===== config.mk =====
export PLATFORM = sky130hd
export DESIGN_NAME = gpel_event_block
export DESIGN_NICKNAME = d
export VERILOG_FILES = /design/src/hdl/gpel_pkg.sv /design/src/hdl/gpel_port_if.sv /design/src/hdl/gpel_event_block.sv /design/src/hdl/gpel_port_route.sv
export SDC_FILE = /design/constraint.sdc
export NUM_CORES = 1
export LEC_CHECK = 0
export ABC_AREA = 1
export BUFFER_PORTS_ARGS = -buffer_cell sky130_fd_sc_hd__buf_2
export CAP_MARGIN = 20
export CORE_MARGIN = 4
export CORE_UTILIZATION = 41
export DETAILED_ROUTE_END_ITERATION = 8
export GPL_TIMING_DRIVEN = 0
export PLACE_DENSITY = 0.8
export SETUP_SLACK_MARGIN = 0.05
export SLEW_MARGIN = 10
export SYNTH_ARGS = -nofsm -noshare
export SYNTH_HDL_FRONTEND = slang
export SYNTH_HIERARCHICAL = 1
export SYNTH_SLANG_ARGS = --single-unit
export TNS_END_PERCENT = 20

===== constraint.sdc =====
create_clock -name pclk -period 1.6 [get_ports pclk]
set_clock_uncertainty 0.05 [all_clocks]
set_input_delay 0.32 -clock pclk [delete_from_list [all_inputs] [get_ports pclk]]
set_output_delay 0.32 -clock pclk [all_outputs]
set_load 0.03 [all_outputs]

===== src/hdl/gpel_pkg.sv =====
// Constants, register map and field layout of the general purpose event logic
package gpel_pkg;
	localparam int         ADDR_W        = 12;
	localparam int         DATA_W        = 32;
	// Register byte offsets
	localparam logic [11:0] OFS_CONTROL  = 12'h450;
	localparam logic [11:0] OFS_STATUS   = 12'h454;
	localparam logic [11:0] OFS_IRQ_STS  = 12'h470;
	localparam logic [11:0] OFS_IRQ_MASK = 12'h474;
	// Field positions, shared by control, status and interrupt registers
	localparam int         BIT_POLARITY  = 0;
	localparam int         BIT_SPARE     = 1;
	localparam int         BIT_PORT2     = 2;
	localparam int         BIT_PORT4     = 4;
	// Reset values
	localparam logic [31:0] RST_CONTROL  = 32'h0000_0000;
	localparam logic [31:0] RST_STATUS   = 32'h0000_0000;
	localparam logic [31:0] RST_IRQ_STS  = 32'h0000_0000;
	localparam logic [31:0] RST_IRQ_MASK = 32'h0000_0000;
	// Bits that hold state in the interrupt registers
	localparam logic [31:0] IRQ_BITS     = 32'h0000_0014;
endpackage


===== src/hdl/gpel_port_if.sv =====
// Signals between the event block core and one port's routing slice
`timescale 1ns/1ns
interface gpel_port_if;
	logic route_en;  // Event routing enable for this port
	logic intx_in;   // INTx assert request from the port
	logic msi_in;    // MSI request pulse from the port
	logic pme_in;    // PME request from the port
	logic hp_in;     // Hot-plug event request from the port
	logic intx_out;  // INTx request passed on
	logic msi_out;   // MSI request passed on
	logic pme_out;   // PME request passed on
	logic hp_out;    // Hot-plug request passed on
	logic flag;      // Port is signalling on the shared event

	modport core (
		output route_en, intx_in, msi_in, pme_in, hp_in,
		input  intx_out, msi_out, pme_out, hp_out, flag
	);
	modport route (
		input  route_en, intx_in, msi_in, pme_in, hp_in,
		output intx_out, msi_out, pme_out, hp_out, flag
	);
endinterface


===== src/hdl/gpel_event_block.sv =====
// General purpose event logic with APB registers and interrupt
//
// The APB interface to the registers was decided locally.
`timescale 1ns/1ns
module gpel_event_block (
	input  wire logic        pclk,
	input  wire logic        presetn,
	// APB slave
	input  wire logic [11:0] paddr,
	input  wire logic        psel,
	input  wire logic        penable,
	input  wire logic        pwrite,
	input  wire logic [31:0] pwdata,
	input  wire logic [3:0]  pstrb,
	output logic      [31:0] prdata,
	output logic             pready,
	output logic             pslverr,
	// Port 2 notification requests and outputs
	input  wire logic        p2_intx_req,
	input  wire logic        p2_msi_req,
	input  wire logic        p2_pme_req,
	input  wire logic        p2_hp_req,
	output logic             p2_intx_out,
	output logic             p2_msi_out,
	output logic             p2_pme_out,
	output logic             p2_hp_out,
	// Port 4 notification requests and outputs
	input  wire logic        p4_intx_req,
	input  wire logic        p4_msi_req,
	input  wire logic        p4_pme_req,
	input  wire logic        p4_hp_req,
	output logic             p4_intx_out,
	output logic             p4_msi_out,
	output logic             p4_pme_out,
	output logic             p4_hp_out,
	// General purpose pin 7 and shared event
	input  wire logic        gpio7_alt_sel,
	output logic             gpio7_out,
	output logic             gpio7_oe,
	output logic             shared_event_out,
	// Interrupt
	output logic             irq
);
	// Control fields
	logic        event_polarity_invert;
	logic        ctrl_spare;
	logic        port2_event_route_enable;
	logic        port4_event_route_enable;
	// Status flags and edge history
	logic        port2_event_flag;
	logic        port4_event_flag;
	logic        port2_flag_prev;
	logic        port4_flag_prev;
	// Interrupt registers
	logic [31:0] irq_status;
	logic [31:0] irq_mask;
	logic [31:0] next_irq_status;
	// Bus decode
	logic        access;
	logic        wr_take;
	logic        wr_byte0;
	logic        hit_ctrl;
	logic        hit_sts;
	logic        hit_isr;
	logic        hit_imr;
	logic        hit_any;
	logic [31:0] event_status;
	logic [31:0] event_control;
	logic [31:0] next_rdata;
	logic [31:0] irq_events;
	logic        any_flag;

	gpel_port_if port2_if ();
	gpel_port_if port4_if ();

	// Port 2 routing slice
	gpel_port_route u_port2 (
		.pclk    (pclk),
		.presetn (presetn),
		.prt     (port2_if.route)
	);

	// Port 4 routing slice
	gpel_port_route u_port4 (
		.pclk    (pclk),
		.presetn (presetn),
		.prt     (port4_if.route)
	);

	// Port 2 slice hookup
	assign port2_if.route_en = port2_event_route_enable;
	assign port2_if.intx_in  = p2_intx_req;
	assign port2_if.msi_in   = p2_msi_req;
	assign port2_if.pme_in   = p2_pme_req;
	assign port2_if.hp_in    = p2_hp_req;
	assign p2_intx_out       = port2_if.intx_out;
	assign p2_msi_out        = port2_if.msi_out;
	assign p2_pme_out        = port2_if.pme_out;
	assign p2_hp_out         = port2_if.hp_out;
	assign port2_event_flag  = port2_if.flag;

	// Port 4 slice hookup
	assign port4_if.route_en = port4_event_route_enable;
	assign port4_if.intx_in  = p4_intx_req;
	assign port4_if.msi_in   = p4_msi_req;
	assign port4_if.pme_in   = p4_pme_req;
	assign port4_if.hp_in    = p4_hp_req;
	assign p4_intx_out       = port4_if.intx_out;
	assign p4_msi_out        = port4_if.msi_out;
	assign p4_pme_out        = port4_if.pme_out;
	assign p4_hp_out         = port4_if.hp_out;
	assign port4_event_flag  = port4_if.flag;

	// Access phase, and write taken at the edge where pready is high
	assign access   = psel & penable;
	assign wr_take  = access & pready & pwrite;
	assign wr_byte0 = wr_take & pstrb[0];

	// Address decode
	assign hit_ctrl = (paddr == gpel_pkg::OFS_CONTROL);
	assign hit_sts  = (paddr == gpel_pkg::OFS_STATUS);
	assign hit_isr  = (paddr == gpel_pkg::OFS_IRQ_STS);
	assign hit_imr  = (paddr == gpel_pkg::OFS_IRQ_MASK);
	assign hit_any  = hit_ctrl | hit_sts | hit_isr | hit_imr;

	// Control register image, bit 3 and bits 31:5 read zero
	always_comb begin
		event_control = gpel_pkg::RST_CONTROL;
		event_control[gpel_pkg::BIT_POLARITY] = event_polarity_invert;
		event_control[gpel_pkg::BIT_SPARE]    = ctrl_spare;
		event_control[gpel_pkg::BIT_PORT2]    = port2_event_route_enable;
		event_control[gpel_pkg::BIT_PORT4]    = port4_event_route_enable;
	end

	// Status register image, all other bits read zero
	always_comb begin
		event_status = gpel_pkg::RST_STATUS;
		event_status[gpel_pkg::BIT_PORT2] = port2_event_flag;
		event_status[gpel_pkg::BIT_PORT4] = port4_event_flag;
	end

	// Control register writes; status is read-only
	always_ff @(posedge pclk or negedge presetn) begin
		if (!presetn) begin
			event_polarity_invert    <= 1'b0;
			ctrl_spare               <= 1'b0;
			port2_event_route_enable <= 1'b0;
			port4_event_route_enable <= 1'b0;
		end else if (wr_byte0 && hit_ctrl) begin
			event_polarity_invert    <= pwdata[gpel_pkg::BIT_POLARITY];
			ctrl_spare               <= pwdata[gpel_pkg::BIT_SPARE];
			port2_event_route_enable <= pwdata[gpel_pkg::BIT_PORT2];
			port4_event_route_enable <= pwdata[gpel_pkg::BIT_PORT4];
		end
	end

	// Rising flags are the interrupt events
	always_ff @(posedge pclk or negedge presetn) begin
		if (!presetn) begin
			port2_flag_prev <= 1'b0;
			port4_flag_prev <= 1'b0;
		end else begin
			port2_flag_prev <= port2_event_flag;
			port4_flag_prev <= port4_event_flag;
		end
	end

	// Event vector in the status layout
	always_comb begin
		irq_events = gpel_pkg::RST_IRQ_STS;
		irq_events[gpel_pkg::BIT_PORT2] = port2_event_flag &
			~port2_flag_prev;
		irq_events[gpel_pkg::BIT_PORT4] = port4_event_flag &
			~port4_flag_prev;
	end

	// Sticky status, write one to clear, a new event wins over the clear
	always_comb begin
		next_irq_status = irq_status;
		if (wr_byte0 && hit_isr) begin
			next_irq_status = irq_status & ~pwdata;
		end
		next_irq_status = (next_irq_status | irq_events) &
			gpel_pkg::IRQ_BITS;
	end

	// Interrupt status register
	always_ff @(posedge pclk or negedge presetn) begin
		if (!presetn) begin
			irq_status <= gpel_pkg::RST_IRQ_STS;
		end else begin
			irq_status <= next_irq_status;
		end
	end

	// Interrupt mask register, one enables the bit
	always_ff @(posedge pclk or negedge presetn) begin
		if (!presetn) begin
			irq_mask <= gpel_pkg::RST_IRQ_MASK;
		end else if (wr_byte0 && hit_imr) begin
			irq_mask <= pwdata & gpel_pkg::IRQ_BITS;
		end
	end

	// Level interrupt, from the next state so it tracks status exactly
	always_ff @(posedge pclk or negedge presetn) begin
		if (!presetn) begin
			irq <= 1'b0;
		end else begin
			irq <= |(next_irq_status & irq_mask);
		end
	end

	// OR of active port flags, before polarity
	assign any_flag = port2_event_flag | port4_event_flag;

	// Shared event with polarity applied after the OR
	always_ff @(posedge pclk or negedge presetn) begin
		if (!presetn) begin
			shared_event_out <= 1'b1;
		end else begin
			shared_event_out <= event_polarity_invert ? any_flag :
				~any_flag;
		end
	end

	// Pin 7 driven only in its alternate function
	always_ff @(posedge pclk or negedge presetn) begin
		if (!presetn) begin
			gpio7_oe  <= 1'b0;
			gpio7_out <= 1'b1;
		end else begin
			gpio7_oe  <= gpio7_alt_sel;
			gpio7_out <= event_polarity_invert ? any_flag :
				~any_flag;
		end
	end

	// Read data for the current address
	always_comb begin
		next_rdata = 32'h0000_0000;
		if (hit_ctrl) begin
			next_rdata = event_control;
		end else if (hit_sts) begin
			next_rdata = event_status;
		end else if (hit_isr) begin
			next_rdata = irq_status;
		end else if (hit_imr) begin
			next_rdata = irq_mask;
		end
	end

	// One wait state: answer in the second access cycle
	always_ff @(posedge pclk or negedge presetn) begin
		if (!presetn) begin
			pready <= 1'b0;
		end else begin
			pready <= access & ~pready;
		end
	end

	// Error answer for unmapped addresses
	always_ff @(posedge pclk or negedge presetn) begin
		if (!presetn) begin
			pslverr <= 1'b0;
		end else begin
			pslverr <= access & ~pready & ~hit_any;
		end
	end

	// Read data captured in the first access cycle
	always_ff @(posedge pclk or negedge presetn) begin
		if (!presetn) begin
			prdata <= 32'h0000_0000;
		end else if (access && !pready && !pwrite) begin
			prdata <= next_rdata;
		end else if (access && pready) begin
			prdata <= 32'h0000_0000;
		end
	end
endmodule // gpel_event_block


===== src/hdl/gpel_port_route.sv =====
// One port's notification routing slice
`timescale 1ns/1ns
module gpel_port_route (
	input  wire logic   pclk,
	input  wire logic   presetn,
	gpel_port_if.route  prt
);
	logic any_req;

	// Any pending or requested notification from the port
	assign any_req = prt.intx_in | prt.msi_in | prt.pme_in | prt.hp_in;

	// Normal notices pass only while routing is off
	always_ff @(posedge pclk or negedge presetn) begin
		if (!presetn) begin
			prt.intx_out <= 1'b0;
			prt.msi_out  <= 1'b0;
			prt.pme_out  <= 1'b0;
			prt.hp_out   <= 1'b0;
		end else begin
			prt.intx_out <= prt.intx_in & ~prt.route_en;
			prt.msi_out  <= prt.msi_in & ~prt.route_en;
			prt.pme_out  <= prt.pme_in & ~prt.route_en;
			prt.hp_out   <= prt.hp_in & ~prt.route_en;
		end
	end

	// Event flag follows requests only while routing is on
	always_ff @(posedge pclk or negedge presetn) begin
		if (!presetn) begin
			prt.flag <= 1'b0;
		end else begin
			prt.flag <= prt.route_en & any_req;
		end
	end
endmodule // gpel_port_route


---- Word-level counts from Yosys, hierarchy flattened ----
Cells that the tools add are included.
storage, ports and cells
  flip-flop bits (word level) ............. 57
  bits in latches ......................... 0
  RAM bits ................................ 0
  ROM bits ................................ 0
  input port bits ......................... 62
  output and inout bits ................... 46
  word-level logic and storage cells ...... 85
  memories ................................ 0
operators by class
  add/sub/neg operators ................... 0
  $mul .................................... 0
  div/mod/pow operators ................... 0
  order comparisons ....................... 0
  equality and inequality tests ........... 4
  shift operators ......................... 0
  multiplexer cells ....................... 8
  bitwise logic cells ..................... 39
  reductions and logical operators ........ 10
operator list
  operator                                                count
  two-way mux 32 bit                                      5
  equality test 12 x 11 -> 1 bit (second input constant)  4
  OR reduction 32 bit                                     1
  AND 1 bit                                               18
  AND 5 bit                                               2
  two-way mux 5 bit                                       2
  OR 1 bit                                                10
  NOT 1 bit                                               7
  logical AND 1 bit                                       6
  NOT 5 bit                                               1
  OR 5 bit                                                1
  logical NOT 1 bit                                       2
  nonzero test 2 bit                                      1
  two-way mux 1 bit                                       1

---- Depth between registers and ports, before layout ----
Gate-level depths: netlist of run 1.
  depth after elaboration ................. 9
  mapped depth ............................ 11

---- Modules after synthesis ----
The synthesis of run 1 kept the hierarchy.
by module, submodules not included
  module            times used  cells an instance  area each (µm²)  seq. area each (µm²)
  gpel_event_block  1           161                1214.9           476.7
  gpel_port_route   2           17                 171.4            125.1

---- Worst setup path before layout of run 1 ----
Ideal clock, no wire load.
  path type ............................... register -> register
  from .................................... register pready
  to ...................................... register prdata[2]
  setup time .............................. 118 ps
  arrival ................................. 1140 ps
  required time ........................... 1432 ps
  setup slack ............................. 292 ps
  cell stages (with the launch flop) ...... 7
  path buffers ............................ 0
  period minus slack after synthesis ...... 1308 ps
  cells stage by stage .................... dfrtp_1 -> nor2_1 -> inv_1 -> nor2_1 -> a21oi_1 -> nand2_1 -> nand2_1
on the way
  word-level cells in the longest chain between the ends .. 4
  elaborated cells between the ends (all ways) .. 6
  classes of those cells .................. mux: 1; reduce/logical: 5
RTL lines
  element                                                   line                     source
  start: declaration                                        gpel_event_block.sv:16   output logic pready,
  start signal: assignment                                  gpel_event_block.sv:258  pready <= access & ~pready;
  logical NOT 1 bit                                         gpel_event_block.sv:275  end else if (access && !pready && !pwrite) begin
  logical AND 1 bit (2 in a row)                            gpel_event_block.sv:275
  two-way mux 32 bit or nonzero test 2 bit (tied branches)  n/a
  end signal: assignment                                    gpel_event_block.sv:276  prdata <= next_rdata;
  end: declaration                                          gpel_event_block.sv:15   output logic [31:0] prdata,
Several ways; a longest one is shown, not always the timed one.
A chain may end at the register's enable or synchronous reset.

==> impl_results.md, run 1 <==
- Worst path required time: roughly 1200 ps
- H-tree depth: 2
- # diodes: 0
- Sequential power share: 46.9%
- Setup ws final: ~160 ps
- WL/cell: 9.03 um
- Commonest non-fill, non-tap cell in the layout: buf_2
- Tmin final: about 1400 ps
- Crit path cell chain: buf_4 > buf_2
- Bufs and invs on worst path: 2
- YS warnings: 6
- Register area share after synthesis: a little under half
- Sw power: 451 uW
- Max frequency: roughly 0.70 GHz
- CTS tree: built
- Crit path DAT: ~1100 ps
- Die area: just under 5000 um2
- Post-DP Area: between 1500 and 2000 um2
- Placement Rows: 22
- Biggest regs: prdata: 4 flops, irq_mask: 2 flops, irq_status: 2 flops
- Leading area contributor after synthesis: dfrtp_1
- Post-CTS sizing: 0
- Clock power share: between 30% and 40%
- Placer Congestion: roughly 0.84
- Slew HR: between 50% and 60%
- CP Launch Type: register
- Die Width: about 70 um
- GRT overflow: 0
- Clk slew on worst S/H paths: 60 ps
- Hold Slack: between 2 and 3 ps
- Max Slew Vio Count: 0
- Largest register FFs: 4
- Sink Count: 29
- Total negative setup slack: 0 ps
- Power density cells: between 700 and 800 nW/um2
- Max_cap viols: 0
- Top reg by flops: prdata
- Share of cells above drive strength 1: 36.7%
- Port Buffers: between 40 and 50
- IO Pins: around 110
- Final Instance Area: 2040 um2
- Final hold violation count: 0
- Internal power: roughly 1.2 mW
- Commonest non-fill, non-tap cells in the layout: buf_2 (48), nand2_1 (42), buf_4 (29), conb_1 (28), dfrtp_1 (28)
- Area grow syn2layout: 30.9%
- DR vias: 1291
- ANT nets after route: 0
- Cell variety after synth: 21
- Initial DRC Count: 52
- Routed wire length: approximately 2900 um
- Slowest cell delay on critical path: 530 ps
- Die height: between 60 and 70 um
- Pre-CTS setup slack: 152 ps
- Finished Layout Cells: roughly 330
- Final Net Count: roughly 340
- Total CTS buffers: 5
- Vias/cell: approximately 4.0
- Worst-margin pin slew: around 620 ps
- Reg2Reg Setup Slack: 300 ps
- Final setup fails: 0
- Vias in the first global route: around 1300
- Worst path top cell family by delay: flip-flops
- Slowest-stage cell, CP: dfstp_2
- First-pass GRT wire length: approximately 5300 um
- Unrepaired setup endpoints after global routing: false
- Post-layout util: between 50% and 60%
- HP Class: input pin to asynchronous set/reset pin
- Final HPWL DP: 2420 um
- Starting density of the core: around 43%
- CTS Root Buffer Type: clkbuf_8
- Syn Inst Count: 195
- Syn Area/Cell: 7.99 um2
- Dpl cells: 318
- Tcrit/Tclk final: about 90%
- Post-CTS Setup Inserts: 0
- Sw Share: between 20 and 30%
- #FFs+latches synth: 29
- Peak VDD IR: approximately 0.42 mV
- Comb pwr share: a little under a fifth
- Crit. End Element: primary output
- Clock buffer depth: 2
- First drt pass iteration count: 3
- Pin count of the biggest net entering global routing: 30
- Post-CTS Hold Fix Bufs: 0
- DRC Markers: 0
- Status: complete, no violations
- Crit-path max FO: 2
- Setup CP Type: register to primary output
- Synth top area cells: dfrtp_1 (45%), buf_4 (14%), nand2_1 (10%)
- Clk Latency, worst-skew pair: 280 ps
- GRT Resource Usage Total: 13.5%
- Synth top area share: around 45%
- Static Leak: around 1.2 nW
- Core area: roughly 3700 um2
- Total power: around 1.6 mW
- Initial antenna violation count: 0
- Cell Area, Synth: ~1600 um2
## Yosys cell counts
cell and n:
nand2_1 42, buf_4 29, dfrtp_1 28, inv_1 25, nor2_1 24, nand3_1 12
inv_2 6, o21ai_1 5, nand2_2 4, nor2_4 4, a21oi_1 3, nand4_1 3
nor2_2 2, clkinv_1 1, conb_1 1, dfstp_2 1, inv_4 1, nor3_2 1
nor4_1 1, o21ai_2 1, xor2_1 1
## final timing paths
kind,cells after the start,to,startpoint
hold reg to reg,0,port2_flag_prev,u_port2/prt.flag
min in group pclk,1,gpio7_oe,gpio7_alt_sel
setup reg to reg,6,prdata[4],pready
setup / recovery,2,shared_event_out,gpio7_out
max in group asynchronous,1,u_port2/prt.hp_out,presetn
hold / removal,1,pslverr,presetn
## cell families after synthesis
group / synth area share (%)
flip-flops: 46.7
XOR/XNOR: 0.562
buffers and inverters: 22.1
other: 0.241
AO/OA/AOI/OAI: 3.13
AND/OR/NAND/NOR: 27.3
## power by group through the flow
stage	sequential, mW	combinational (mW)	clock, mW
final	0.752	0.292	0.561
after global routing	0.753	0.321	0.618
after CTS	0.752	0.292	0.584
after detailed placement	0.765	0.292	0
after global placement	0.764	0.289	0
after floorplan	0.796	0.181	0
## routing by layer
metal	track usage [%]	vias to the layer above	wire, um
met1	14.5	551	1140
met2	23.7	42	1490
met4	5.74	0	46
li1	-	693	-
met3	4.93	5	269
met5	0	-	0
## worst register-to-register path, delay by kind of cell (launching register included)
| kind | cells | cell delay [ps] |
|---|---|---|
| and+or+nand+nor | 4 | 540 |
| AOI/OAI and AO/OA | 1 | 140 |
| buffers and inverters | 1 | 70 |
| DFF | 1 | 400 |
## layout make-up
cell class	instances	area, um2
tap	48	60.1
multi-input combinational	131	588
fill	366	1620
inverter	33	126
sequential	29	727
timing repair buffer	48	240
clock buffer	8	80.1
buffer	29	218
No activity file was read; power rests on OpenSTA's default activity.
==> run 2, diff against run 1 <==
ABC_AREA = unset   (was 1)
CORE_UTILIZATION = 40   (was 41)
==> run 2 against run 1 <==
The flow now finishes with violations (negative setup slack). Critical path type is now input pin to register. Maximum frequency is 31% lower. Count of clock-buffer cells in the layout is 2 lower. Largest power group unchanged. Critical endpoint is now event_polarity_invert. Global-route usage is 0.056 points lower. Area after synthesis is 6.7% lower. Sequential cell count stayed put. Sequential power hardly changed.
==> impl_results.md, run 2 <==
- Status: complete, but fails checks
- Failing checks: negative setup slack
- Worst path required time: approximately 1800 ps
- Setup ws final: -477 ps
- Commonest non-fill, non-tap cells in the layout: buf_2 (47), buf_4 (30), conb_1 (28), dfrtp_1 (28), nor2b_1 (11)
- Placer Congestion: 0.710
- Placement Rows: 21
- Cell variety after synth: 31
- Slowest cell delay on critical path: approximately 530 ps
- Sw Share: a little over a quarter
- Top reg by flops: prdata
- Setup CP Type: input pin to register
- Synth top area share: 48.2%
- Total power: 1.66 mW
- ANT nets after route: 0
- #FFs+latches synth: 29
- Routed wire length: between 2000 and 3000 um
- Final HPWL DP: 2400 um
- Syn Inst Count: between 100 and 150
- Leading area contributor after synthesis: dfrtp_1
- HP Class: input pin to register
- Tcrit/Tclk final: 130%
- Area grow syn2layout: 35.2%
- Pre-CTS setup slack: -864 ps
- Core area: between 3000 and 4000 um2
- GRT Resource Usage Total: between 10% and 20%
- Top_reg_cell synth: dfrtp_1
- Crit-path max FO: 4
- CTS Root Buffer Type: clkbuf_4
- Largest register FFs: 4
- Clk slew on worst S/H paths: roughly 90 ps
- Die area: ~4700 um2
- Async SR Flop Fraction: 100%
- Power density cells: around 850 nW/um2
- Final Instance Area: between 1500 and 2000 um2
- R2R depth: 4
- Synth top area cells: dfrtp_1 (48%), buf_4 (15%), nor2b_1 (4.7%)
- CP Launch Type: input pin
- Vias in the first global route: just over 1000
- Commonest non-fill, non-tap cell in the layout: buf_2
- Sequential power share: 45.2%
- Number of synthesized flops with an enable pin: 0
- Crit path cell chain: buf_6 > or4_4 > or4_4 > or4_4 > buf_6 > mux2_4
- Syn Area/Cell: roughly 12 um2
- Top cell by count, worst path: or4_4
- DRC Markers: 0
- Clk Latency, worst-skew pair: roughly 330 ps
- Die height: approximately 68 um
- Cell Area, Synth: about 1500 um2
- Starting density of the core: ~43%
- Vias/cell: 4.30
- Sink Count: 29
- Unrepaired setup endpoints after global routing: true
- Worst-margin pin slew: between 700 and 800 ps
- Register area share after synthesis: around half
- Sw power: about 450 uW
- DR vias: about 1100
- Post-layout util: roughly 58%
- Die Width: about 68 um
- Final Net Count: 270
- Static Leak: about 1.1 nW
- Slowest-stage cell, CP: or4_4
- # diodes: 0
- Max Slew Vio Count: 0
- Tmin final: just over 2000 ps
- Crit path DAT: ~2300 ps
- First-pass GRT wire length: ~4600 um
- Most common cell in the synthesized netlist: buf_4
- Port Buffers: 48
- IO Pins: between 100 and 150
- H-tree depth: 2
- CTS tree: built
- WL/cell: around 12 um
- Comb pwr share: between 10% and 20%
- Crit. End Element: register
- Slew HR: between 40% and 50%
- Final hold violation count: 0
- First drt pass iteration count: 4
- GRT overflow: 0
- Max_cap viols: 0
- Share of cells above drive strength 1: 48.8%
- Internal power: 1.22 mW
- Cells on Worst Hold Path: 1
- Biggest regs: prdata: 4 flops, irq_mask: 2 flops, irq_status: 2 flops
- Synth cell count leaders: buf_4 (29), dfrtp_1 (28), nor2b_1 (11)
- Max frequency: approximately 0.48 GHz
- Initial DRC Count: 28
- Clock power share: ~38%
- Final setup fails: 10
- Post-DP Area: 1850 um2
- Total CTS buffers: 5
- Hold Slack: approximately 41 ps
- Pin count of the biggest net entering global routing: 30
- YS warnings: 6
- Peak VDD IR: 0.326 mV
- Clock buffer depth: 2
- Initial antenna violation count: 0
## run 2: repair_timing
action,in CTS,in global routing
buffers inserted,1,0
endpoints found under the setup margin,11,11
resized for setup,1,0
hold buffers,1,0
endpoints found under the hold margin,28,0
## run 2: metal layers
layer / part of all wire (%) / vias to the layer above / global-route usage, % / routed length, um
li1: - / 545 / - / -
met1: 39 / 501 / 16.0 / 1160
met2: 50 / 44 / 21.7 / 1460
met3: 8.8 / 7 / 3.61 / 260
met4: 2.3 / 0 / 7.69 / 68
met5: 0 / - / 0 / 0
## run 2: power by group through the flow
stage,clock network [mW],logic (mW),registers [mW]
after floorplan,0,0.165,0.797
after global routing,0.682,0.302,0.754
final,0.632,0.280,0.751
after CTS,0.647,0.278,0.752
after detailed placement,0,0.274,0.766
after global placement,0,0.272,0.766
## run 2: worst paths after layout
check	start	endpoint	slack, ps
worst max-delay path	paddr[9]	event_polarity_invert	-480
worst min-delay path	gpio7_alt_sel	gpio7_oe	40
worst max register to register	pready	event_polarity_invert	-40
worst min register to register	u_port2/prt.flag	port2_flag_prev	400
max in group asynchronous	presetn	pslverr	630
min in group asynchronous	presetn	u_port4/prt.hp_out	470
## run 2: through the flow
| stage | TNS (ps) | instances |
|---|---|---|
| finish | -3300 | 255 |
| global route | -3810 | 255 |
| CTS | -3200 | 255 |
| detailed placement | -7830 | 245 |
| global placement | -7440 | 245 |
| floorplan | -4180 | 151 |
## run 2: critical path, delay by kind of cell
family | cells | cell delay (ps)
buffers and inverters | 2 | 240
multiplexers | 1 | 290
AND/OR/NAND/NOR | 3 | 1400
## run 2: area by class of cell
cell class | count | area [um2]
Clock buffer | 6 | 51.3
Fill cell | 320 | 1450
Timing Repair Buffer | 50 | 264
Sequential cell | 29 | 727
Clock inverter | 2 | 37.5
Multi-Input combinational cell | 92 | 598
Tap cell | 46 | 57.6
Buffer | 30 | 229
## run 2: logic make-up (layout without fill, tap and decap cells)
| kind of cell | count (synthesis) | count (layout) | synth area share, % |
|---|---|---|---|
| xor+xnor | 1 | 1 | 0.603 |
| buf+inv | 30 | 88 | 15.8 |
| mux | 9 | 9 | 8.79 |
| other cells | 1 | 28 | 0.258 |
| flops | 29 | 29 | 50.0 |
| simple gates | 40 | 40 | 17.7 |
| compound gates | 14 | 14 | 6.80 |
